--- config.mk ---
export PLATFORM = sky130hd
export DESIGN_NAME = cdcs_top
export DESIGN_NICKNAME = d
export VERILOG_FILES = /design/src/pkg/cdcs_pkg.sv /design/src/verilog/cdcs_top.sv
export SDC_FILE = /design/constraint.sdc
export NUM_CORES = 1
export LEC_CHECK = 0
export BUFFER_PORTS_ARGS = -buffer_cell sky130_fd_sc_hd__buf_2
export CAP_MARGIN = 10
export CORE_UTILIZATION = 45
export CTS_CLUSTER_DIAMETER = 200
export DETAILED_ROUTE_END_ITERATION = 7
export PLACE_DENSITY = 0.71
export SLEW_MARGIN = 15
export SYNTH_ARGS = -nofsm -noshare
export SYNTH_HDL_FRONTEND = slang
export SYNTH_SLANG_ARGS = --single-unit
--- constraint.sdc ---
create_clock -name ref_clk_in -period 1.66 [get_ports ref_clk_in]
set_clock_uncertainty 0.15 [all_clocks]
set_input_delay 0.166 -clock ref_clk_in [delete_from_list [all_inputs] [get_ports ref_clk_in]]
set_output_delay 0.166 -clock ref_clk_in [all_outputs]
set_load 0.005 [all_outputs]
--- src/pkg/cdcs_pkg.sv ---
package cdcs_pkg;
  // register map
  localparam logic [11:0] ADDR_UNLOCK   = 12'h700;
  localparam logic [11:0] ADDR_SER_CTRL = 12'h701;
  localparam logic [11:0] ADDR_CHN_CTRL = 12'h702;
  localparam logic [11:0] ADDR_STATUS   = 12'h780;
  localparam logic [11:0] ADDR_SER_CMD  = 12'h781;
  localparam logic [11:0] ADDR_SER_RSP  = 12'h782;
  localparam logic [11:0] ADDR_UP_BIT   = 12'h783;
  localparam logic [11:0] ADDR_UP_CMD   = 12'h784;

  localparam logic [7:0] UNLOCK_CODE    = 8'ha5;
  localparam logic [7:0] UNLOCK_RST     = 8'h00;
  localparam logic [7:0] SER_CTRL_RST   = 8'h04;
  localparam logic [3:0] CHN_CTRL_RST   = 4'hf;
  localparam logic [7:0] ZERO8          = 8'h00;

  // serial control fields
  localparam int SC_BAUD   = 4;
  localparam int SC_MIRROR = 3;
  localparam int SC_TX_EN  = 2;
  localparam int SC_SER_GT = 1;
  localparam int SC_CHN_GT = 0;
  localparam int SC_W      = 5;

  // chain control / status fields
  localparam int CH_LOW_TX = 3;
  localparam int CH_LOW_RX = 2;
  localparam int CH_UP_TX  = 1;
  localparam int CH_UP_RX  = 0;
  localparam int CH_W      = 4;
  localparam int ST_SER_SELF = 5;
  localparam int ST_CHN_SELF = 4;

  // serial command error fields
  localparam int CE_INIT  = 5;
  localparam int CE_TXDIS = 4;
  localparam int CE_SOF   = 3;
  localparam int CE_BYTE  = 2;
  localparam int CE_UNEXP = 1;
  localparam int CE_CRC   = 0;
  localparam int CE_W     = 6;

  // serial response / transmit error fields
  localparam int RE_TSOF  = 4;
  localparam int RE_WAIT  = 3;
  localparam int RE_RSOF  = 2;
  localparam int RE_BYTE  = 1;
  localparam int RE_CRC   = 0;
  localparam int RE_W     = 5;

  // upper port bit error fields
  localparam int UB_FRAME_ABNORMALITY_FLAG  = 4;
  localparam int UB_TAG   = 3;
  localparam int UB_DATA_AFTER_PREAMBLE_FAIL = 2;
  localparam int UB_PREAMBLE_DETECT_FAIL = 1;
  localparam int UB_WEAK  = 0;
  localparam int UB_W     = 5;

  // serial bit timing
  localparam int CLK_HZ   = 40_000_000;
  localparam int FAST_BPS = 1_000_000;
  localparam int SLOW_BPS = 250_000;
  localparam int FAST_CYC = CLK_HZ / FAST_BPS;
  localparam int SLOW_CYC = CLK_HZ / SLOW_BPS;
  localparam int BAUD_W   = 8;
endpackage

--- src/verilog/cdcs_top.sv ---
// Notes on behaviour
// - overrides apply only while key unlocked
// - other key value cancels all overrides
// - serial 1 Mb/s, or 250 kb/s
// - stacked device serial transmitter off unless enabled
// - serial gate bit qualifies transmit and mirror
// - chain gate bit qualifies port enables
// - four port enables, one means on
// - after byte error ignore until clear
// - ignored frame: no command errors, no counts
// - flag clear arriving mid command frame
// - flag stack command at stacked device unless shared bus
// - crc failure flags and discards frame
// - flag clear arriving during transmission
// - upper abnormality flags and tags forward
// - flag incoming frame already tagged
// - flag sync found but data lost
// - flag preamble or sync not found
// - flag weak data bit decision
// - upper crc flag hides other errors
`timescale 1ns/1ps
`default_nettype none
module cdcs_top (
  input  wire logic        ref_clk_in,
  input  wire logic        rst_b_in,
  input  wire logic [11:0] reg_addr_in,
  input  wire logic [7:0]  reg_wdata_in,
  input  wire logic        reg_wr_in,
  input  wire logic        reg_rd_in,
  output logic      [7:0]  reg_rdata_out,
  input  wire logic        stack_dev_in,
  input  wire logic        shared_bus_mode_in,
  input  wire logic        dir_sel_in,
  input  wire logic [3:0]  chain_norm_en_in,
  input  wire logic        ser_cmd_start_in,
  input  wire logic        ser_cmd_end_in,
  input  wire logic        ser_clear_in,
  input  wire logic        ser_init_err_in,
  input  wire logic        ser_byte_err_in,
  input  wire logic        ser_crc_err_in,
  input  wire logic        ser_read_cmd_in,
  input  wire logic        ser_stack_cmd_in,
  input  wire logic        ser_tx_busy_in,
  input  wire logic        ser_resp_pending_in,
  input  wire logic        ser_resp_rx_in,
  input  wire logic        ser_resp_byte_err_in,
  input  wire logic        ser_resp_crc_err_in,
  input  wire logic        up_frame_end_in,
  input  wire logic        up_tag_in,
  input  wire logic        up_sync_data_bad_in,
  input  wire logic        up_no_sync_in,
  input  wire logic        up_weak_bit_in,
  input  wire logic        up_abnormal_in,
  input  wire logic        up_crc_err_in,
  input  wire logic        up_cmd_frame_in,
  output logic             serial_tx_on_out,
  output logic             response_mirror_on_out,
  output logic             baud_slow_out,
  output logic             bit_tick_out,
  output logic      [3:0]  chain_port_state_out,
  output logic             ser_ignore_out,
  output logic             ser_discard_out,
  output logic             forwarded_error_tag_out
);
  logic [7:0]             key_r;
  logic [cdcs_pkg::SC_W-1:0] sctl_r;
  logic [cdcs_pkg::CH_W-1:0] cctl_r;
  logic [cdcs_pkg::CE_W-1:0] cerr_r;
  logic [cdcs_pkg::RE_W-1:0] rerr_r;
  logic [cdcs_pkg::UB_W-1:0] uerr_r;
  logic [1:0]             ucmd_r;
  logic [cdcs_pkg::UB_W-1:0] upend_r;
  logic                   ign_r;
  logic                   infrm_r;
  logic [7:0]             rdata_r;
  logic [cdcs_pkg::BAUD_W-1:0] bcnt_r;
  logic                   tick_r;
  logic                   unlocked;
  logic                   ser_ovr;
  logic                   chn_ovr;
  logic                   tx_eff;
  logic [3:0]             ports_eff;
  logic [cdcs_pkg::CE_W-1:0] cset;
  logic [cdcs_pkg::RE_W-1:0] rset;
  logic [cdcs_pkg::UB_W-1:0] ufrm;
  logic                   ucommit;
  logic [7:0]             rd_mux;
  logic                   rd_hit;
  logic [cdcs_pkg::BAUD_W-1:0] bit_last;
  logic [cdcs_pkg::BAUD_W-1:0] tper_r;
  logic                   tfast_r;

  // overrides live only while the key holds the code
  assign unlocked = (key_r == cdcs_pkg::UNLOCK_CODE);
  assign ser_ovr  = unlocked & sctl_r[cdcs_pkg::SC_SER_GT];
  assign chn_ovr  = unlocked & sctl_r[cdcs_pkg::SC_CHN_GT];
  assign tx_eff   = ser_ovr ? sctl_r[cdcs_pkg::SC_TX_EN]
                            : ~stack_dev_in;
  assign ports_eff = chn_ovr ? cctl_r : chain_norm_en_in;

  // register writes
  always_ff @(posedge ref_clk_in or negedge rst_b_in) begin
    if (!rst_b_in) begin
      key_r  <= cdcs_pkg::UNLOCK_RST;
      sctl_r <= cdcs_pkg::SER_CTRL_RST[cdcs_pkg::SC_W-1:0];
      cctl_r <= cdcs_pkg::CHN_CTRL_RST;
    end else if (reg_wr_in) begin
      case (reg_addr_in)
        cdcs_pkg::ADDR_UNLOCK:   key_r  <= reg_wdata_in;
        cdcs_pkg::ADDR_SER_CTRL: sctl_r <= reg_wdata_in[cdcs_pkg::SC_W-1:0];
        cdcs_pkg::ADDR_CHN_CTRL: cctl_r <= reg_wdata_in[cdcs_pkg::CH_W-1:0];
        default: begin
        end
      endcase
    end
  end

  // applied port configuration, registered toward the port logic
  always_ff @(posedge ref_clk_in or negedge rst_b_in) begin
    if (!rst_b_in) begin
      serial_tx_on_out       <= 1'b0;
      response_mirror_on_out <= 1'b0;
      baud_slow_out          <= 1'b0;
      chain_port_state_out   <= 4'h0;
    end else begin
      serial_tx_on_out       <= tx_eff;
      // mirroring is meaningless without the transmitter
      response_mirror_on_out <= ser_ovr & tx_eff &
                                sctl_r[cdcs_pkg::SC_MIRROR];
      baud_slow_out          <= unlocked & sctl_r[cdcs_pkg::SC_BAUD];
      chain_port_state_out   <= ports_eff;
    end
  end

  // serial bit tick, count runs on through a rate change without restarting
  assign bit_last = baud_slow_out ?
    cdcs_pkg::BAUD_W'(cdcs_pkg::SLOW_CYC - 1) :
    cdcs_pkg::BAUD_W'(cdcs_pkg::FAST_CYC - 1);
  always_ff @(posedge ref_clk_in or negedge rst_b_in) begin
    if (!rst_b_in) begin
      bcnt_r <= '0;
      tick_r <= 1'b0;
    end else begin
      tick_r <= (bcnt_r >= bit_last);
      bcnt_r <= (bcnt_r >= bit_last) ? '0 : bcnt_r + 1'b1;
    end
  end
  assign bit_tick_out = tick_r;

  // serial frame tracking and the ignore window
  always_ff @(posedge ref_clk_in or negedge rst_b_in) begin
    if (!rst_b_in) begin
      ign_r   <= 1'b0;
      infrm_r <= 1'b0;
    end else begin
      if (ser_clear_in)
        ign_r <= 1'b0;
      else if (ser_byte_err_in | ser_init_err_in)
        ign_r <= 1'b1;
      if (ser_clear_in | ser_cmd_end_in)
        infrm_r <= 1'b0;
      else if (ser_cmd_start_in)
        infrm_r <= 1'b1;
    end
  end
  assign ser_ignore_out = ign_r;

  // error events; command errors and response byte and crc errors are masked inside an ignored frame
  always_comb begin
    cset = '0;
    rset = '0;
    if (!ign_r) begin
      cset[cdcs_pkg::CE_INIT]  = ser_init_err_in;
      cset[cdcs_pkg::CE_BYTE]  = ser_byte_err_in;
      cset[cdcs_pkg::CE_TXDIS] = ser_read_cmd_in & ~tx_eff;
      cset[cdcs_pkg::CE_UNEXP] = ser_stack_cmd_in & stack_dev_in &
                                 ~shared_bus_mode_in;
      cset[cdcs_pkg::CE_CRC]   = ser_crc_err_in;
      rset[cdcs_pkg::RE_BYTE]  = ser_resp_byte_err_in;
      rset[cdcs_pkg::RE_CRC]   = ser_resp_crc_err_in;
    end
    cset[cdcs_pkg::CE_SOF]  = ser_clear_in & infrm_r & ~ign_r;
    rset[cdcs_pkg::RE_TSOF] = ser_clear_in & ser_tx_busy_in;
    rset[cdcs_pkg::RE_WAIT] = ser_resp_pending_in &
                              (ser_clear_in | ser_cmd_start_in);
    rset[cdcs_pkg::RE_RSOF] = ser_clear_in & ser_resp_rx_in;
  end

  // discard pulse toward the frame counters
  always_ff @(posedge ref_clk_in or negedge rst_b_in) begin
    if (!rst_b_in)
      ser_discard_out <= 1'b0;
    else
      ser_discard_out <= ~ign_r & ser_crc_err_in;
  end

  // upper port: errors wait for the frame end, crc drops them
  always_comb begin
    ufrm = upend_r;
    ufrm[cdcs_pkg::UB_TAG]   = upend_r[cdcs_pkg::UB_TAG] | up_tag_in;
    ufrm[cdcs_pkg::UB_DATA_AFTER_PREAMBLE_FAIL] = upend_r[cdcs_pkg::UB_DATA_AFTER_PREAMBLE_FAIL] |
                               up_sync_data_bad_in;
    ufrm[cdcs_pkg::UB_PREAMBLE_DETECT_FAIL] = upend_r[cdcs_pkg::UB_PREAMBLE_DETECT_FAIL] |
                               up_no_sync_in;
    ufrm[cdcs_pkg::UB_WEAK]  = upend_r[cdcs_pkg::UB_WEAK] |
                               up_weak_bit_in;
    ufrm[cdcs_pkg::UB_FRAME_ABNORMALITY_FLAG]  = upend_r[cdcs_pkg::UB_FRAME_ABNORMALITY_FLAG] | up_tag_in |
                               up_abnormal_in | up_sync_data_bad_in |
                               up_no_sync_in | up_weak_bit_in;
  end
  assign ucommit = up_frame_end_in & ~up_crc_err_in;

  always_ff @(posedge ref_clk_in or negedge rst_b_in) begin
    if (!rst_b_in) begin
      upend_r                 <= '0;
      forwarded_error_tag_out <= 1'b0;
    end else begin
      upend_r                 <= up_frame_end_in ? '0 : ufrm;
      forwarded_error_tag_out <= ucommit & ufrm[cdcs_pkg::UB_FRAME_ABNORMALITY_FLAG];
    end
  end

  // read data and read-to-clear of the sticky flags
  assign rd_hit = reg_rd_in;
  always_comb begin
    case (reg_addr_in)
      cdcs_pkg::ADDR_UNLOCK:   rd_mux = key_r;
      cdcs_pkg::ADDR_SER_CTRL: rd_mux = {3'h0, sctl_r};
      cdcs_pkg::ADDR_CHN_CTRL: rd_mux = {4'h0, cctl_r};
      cdcs_pkg::ADDR_STATUS:   rd_mux = {2'h0, ~ser_ovr, ~chn_ovr,
                                         chain_port_state_out};
      cdcs_pkg::ADDR_SER_CMD:  rd_mux = {2'h0, cerr_r};
      cdcs_pkg::ADDR_SER_RSP:  rd_mux = {3'h0, rerr_r};
      cdcs_pkg::ADDR_UP_BIT:   rd_mux = {3'h0, uerr_r};
      cdcs_pkg::ADDR_UP_CMD:   rd_mux = {6'h00, ucmd_r};
      default:                 rd_mux = cdcs_pkg::ZERO8;
    endcase
  end

  always_ff @(posedge ref_clk_in or negedge rst_b_in) begin
    if (!rst_b_in)
      rdata_r <= cdcs_pkg::ZERO8;
    else
      rdata_r <= rd_hit ? rd_mux : cdcs_pkg::ZERO8;
  end
  assign reg_rdata_out = rdata_r;

  // sticky flags: a new event beats the clearing read
  always_ff @(posedge ref_clk_in or negedge rst_b_in) begin
    if (!rst_b_in) begin
      cerr_r <= '0;
      rerr_r <= '0;
      uerr_r <= '0;
      ucmd_r <= '0;
    end else begin
      cerr_r <= ((rd_hit && reg_addr_in == cdcs_pkg::ADDR_SER_CMD) ?
                 '0 : cerr_r) | cset;
      rerr_r <= ((rd_hit && reg_addr_in == cdcs_pkg::ADDR_SER_RSP) ?
                 '0 : rerr_r) | rset;
      uerr_r <= ((rd_hit && reg_addr_in == cdcs_pkg::ADDR_UP_BIT) ?
                 '0 : uerr_r) | (ucommit ? ufrm : '0);
      ucmd_r <= ((rd_hit && reg_addr_in == cdcs_pkg::ADDR_UP_CMD) ?
                 2'b00 : ucmd_r) |
                {up_cmd_frame_in & dir_sel_in,
                 up_frame_end_in & up_crc_err_in};
    end
  end

  // period watch for the bit tick; a period with a rate change is skipped
  always_ff @(posedge ref_clk_in or negedge rst_b_in) begin
    if (!rst_b_in) begin
      tper_r  <= '0;
      tfast_r <= 1'b0;
    end else begin
      tper_r  <= tick_r ? '0 : tper_r + 1'b1;
      tfast_r <= ~baud_slow_out & (tick_r | tfast_r);
    end
  end
endmodule
`default_nettype wire

==> impl_metrics.tcl <==
set metrics [dict create \
    tns_ns -0.0549 \
    syn_area_per_cell_um2 12.2 \
    ir_drop_v 0.000475 \
    grt_max_degree 69 \
    design_area_um2 4410 \
    ios 71 \
    netlist_instances 250 \
    drc 6 \
    power.total_mw 3.73 \
    drtAntennaViolNets 0 \
    die_w_um 84.4 \
    yosysTopAreaCellShare_pct 51.6 \
    synth_warnings 0 \
    nets 448 \
    synth.area.top_cells "dfrtp_1, mux2_2, dfstp_2" \
    rsz0062_at_grt "yes" \
    power_per_cell_area_nw_per_um2 846 \
    yosys-top-cells-count "dfrtp_1, nor2_1, mux2_2, nand3_1, a22o_1" \
    startpoint_type "flip-flop" \
    dp.cells 419 \
    grt.total_usage_pct 23.5 \
    wl_per_cell_um 16.6 \
    path_clk_slew_ns 0.07 \
    holdCritPathClass "in2reg" \
    worst_ep_arrival_time_ns 1.76 \
    synth.distinct_cells 44 \
    drive_gt1_share_pct 42.7 \
    async_flop_share_pct 100 \
    coreArea_um2 6460 \
    fin_ws_ns -0.0247 \
    die-area_um2 7130 \
    crit_required_ns 1.73 \
    dp_slack_ns -0.214 \
    synth_nets 307 \
    finalWirelength_um 7860 \
    yosys_register_bits 68 \
    holdWs_ns 0.00626 \
    drv_cap 0 \
    cts.sinks 68 \
    clock_path_buffers 2 \
    n_antenna_cell 0 \
    final_core_util_pct 68.3 \
    vias 2559 \
    status "finished with violations" \
    period_needed_ns 1.68 \
    period_share_pct 101 \
    h-tree-depth 3 \
    ys_seq_area_share_pct 55.9 \
    place_area_um2 3720 \
    cts_root_buf "clkbuf_8" \
    setup_viol 3 \
    synthFlopType "dfrtp_1" \
    maxSlewHeadroom_pct 71.1 \
    initial_utilization_pct 47.3 \
    p_leak_nw 2.12 \
    syn_to_final_growth_pct 44.3 \
    port_buffers 70 \
    path_class "reg2reg" \
    clk_latency_ns 0.35 \
    synth.most_common_cell "dfrtp_1" \
    worstSetupEndpointType "flip-flop" \
    cp_max_fo 4 \
    drtIter0Drc 141 \
    vias_per_cell 5.41 \
    antenna_found_initial 0 \
    fin_cells 473 \
    maxSlewViolCount 0 \
    synth_area_um2 3060 \
    worst_pin_slew_ns 0.432 \
    dpl.hpwl_um 5400 \
    grt_pass1_vias 2638 \
    row_count 29 \
    yosys.area.top_type "dfrtp_1" \
    finalHoldViolCount 0 \
    synth_edf_count 0 \
    gr-total-overflow 0 \
    clock.fmax_ghz 0.594 \
    grt_pass1_wl_um 12700 \
    cts_tree "built" \
    globalplace.congestion 0.858 \
    numCtsBuffers 9 \
    dieHeight_um 84.4 \
    drt_pass1_iterations 6 \
    violations "design-rule violations, negative setup slack" \
]
==> area by class of cell <==
| type | count | area, um2 |
|---|---|---|
| Clock buffer | 12 | 155 |
| Clock inverter | 4 | 95.1 |
| Fill cell | 515 | 2050 |
| Inverter | 6 | 22.5 |
| Multi-Input combinational cell | 170 | 1380 |
| Sequential cell | 68 | 1710 |
| Tap cell | 77 | 96.3 |
| Timing Repair Buffer | 136 | 953 |
==> timing repair <==
action                                  in CTS  in global routing
resized for setup                           14                  2
gates cloned                                 1                  0
endpoints found under the setup margin      18                 16
hold buffers                                35                  0
pin swaps                                   13                  6
buffers inserted                             1                  1
hold endpoints to repair                   111                  0
==> power breakdown <==
part | internal, mW | switching, mW | leakage, nW
sequential | 1.68 | 0.0132 | 0.805
combinational | 0.178 | 0.165 | 1.18
clock | 1.08 | 0.613 | 0.127
==> critical path: stages, from the launching register on <==
cell,delay (ns)
dfrtp_1,0.40
nor4bb_2,0.30
buf_4,0.19
nand3_2,0.08
buf_6,0.14
mux2_4,0.31
==> flip-flops by register name (all words and copies together) (netlist names) <==
register                 count
response_mirror_on_out       1
rerr_r                       5
baud_slow_out                1
chain_port_state_out         4
infrm_r                      1
cerr_r                       6
bit_tick_out                 1
cctl_r                       4
sctl_r                       5
serial_tx_on_out             1
forwarded_error_tag_out      1
ucmd_r                       2
uerr_r                       5
reg_rdata_out                8
ser_ignore_out               1
key_r                        8
ser_discard_out              1
bcnt_r                       8
upend_r                      5
==> routing by layer <==
layer / GRT usage [%] / vias to the layer above / routed length (um)
li1: - / 1215 / -
met1: 29.8 / 1229 / 3390
met2: 39.8 / 98 / 3870
met3: 3.83 / 17 / 419
met4: 11.1 / 0 / 169
met5: 0 / - / 0
==> cell usage in the layout (no fill, tap or decap), types with 3 or more instances in the layout <==
cell and n:
dfstp_2 5, buf_4 28, mux2_2 26, nand4b_1 3
mux2i_1 3, nor2_1 26, dlygate4sd3_1 35, nor3_1 7
buf_2 70, a21oi_1 3, nand2_1 7, nor2b_1 5
bufinv_16 3, o21ai_0 5, xor2_1 4, inv_1 4
nand3_1 10, dfrtp_1 63, a32o_1 3, a22o_1 11
clkbuf_8 11, nand4_1 4, and3_1 6, o2bb2ai_1 4
==> path summary, 6_finish.rpt <==
kind	startpoint	end	slack (ns)	depth (start not counted)
setup / recovery	key_r[1]	chain_port_state_out[0]	-0.02	5
hold / removal	ser_resp_pending_in	rerr_r[3]	0.006	3
setup reg to reg	key_r[1]	chain_port_state_out[0]	-0.02	5
hold reg to reg	bcnt_r[0]	bcnt_r[0]	0.31	1
max in group asynchronous	rst_b_in	cctl_r[2]	0.81	3
min in group asynchronous	rst_b_in	serial_tx_on_out	0.21	3
==> logic make-up after synthesis <==
logic type / after synthesis / synth area share, %
compound gates: 43 / 10.9
xor+xnor: 6 / 1.72
fa+ha+maj: 5 / 2.05
buf+inv: 13 / 1.68
flops: 68 / 55.9
mux: 32 / 12.0
simple gates: 83 / 15.8
(Power assumes the default switching activity.)
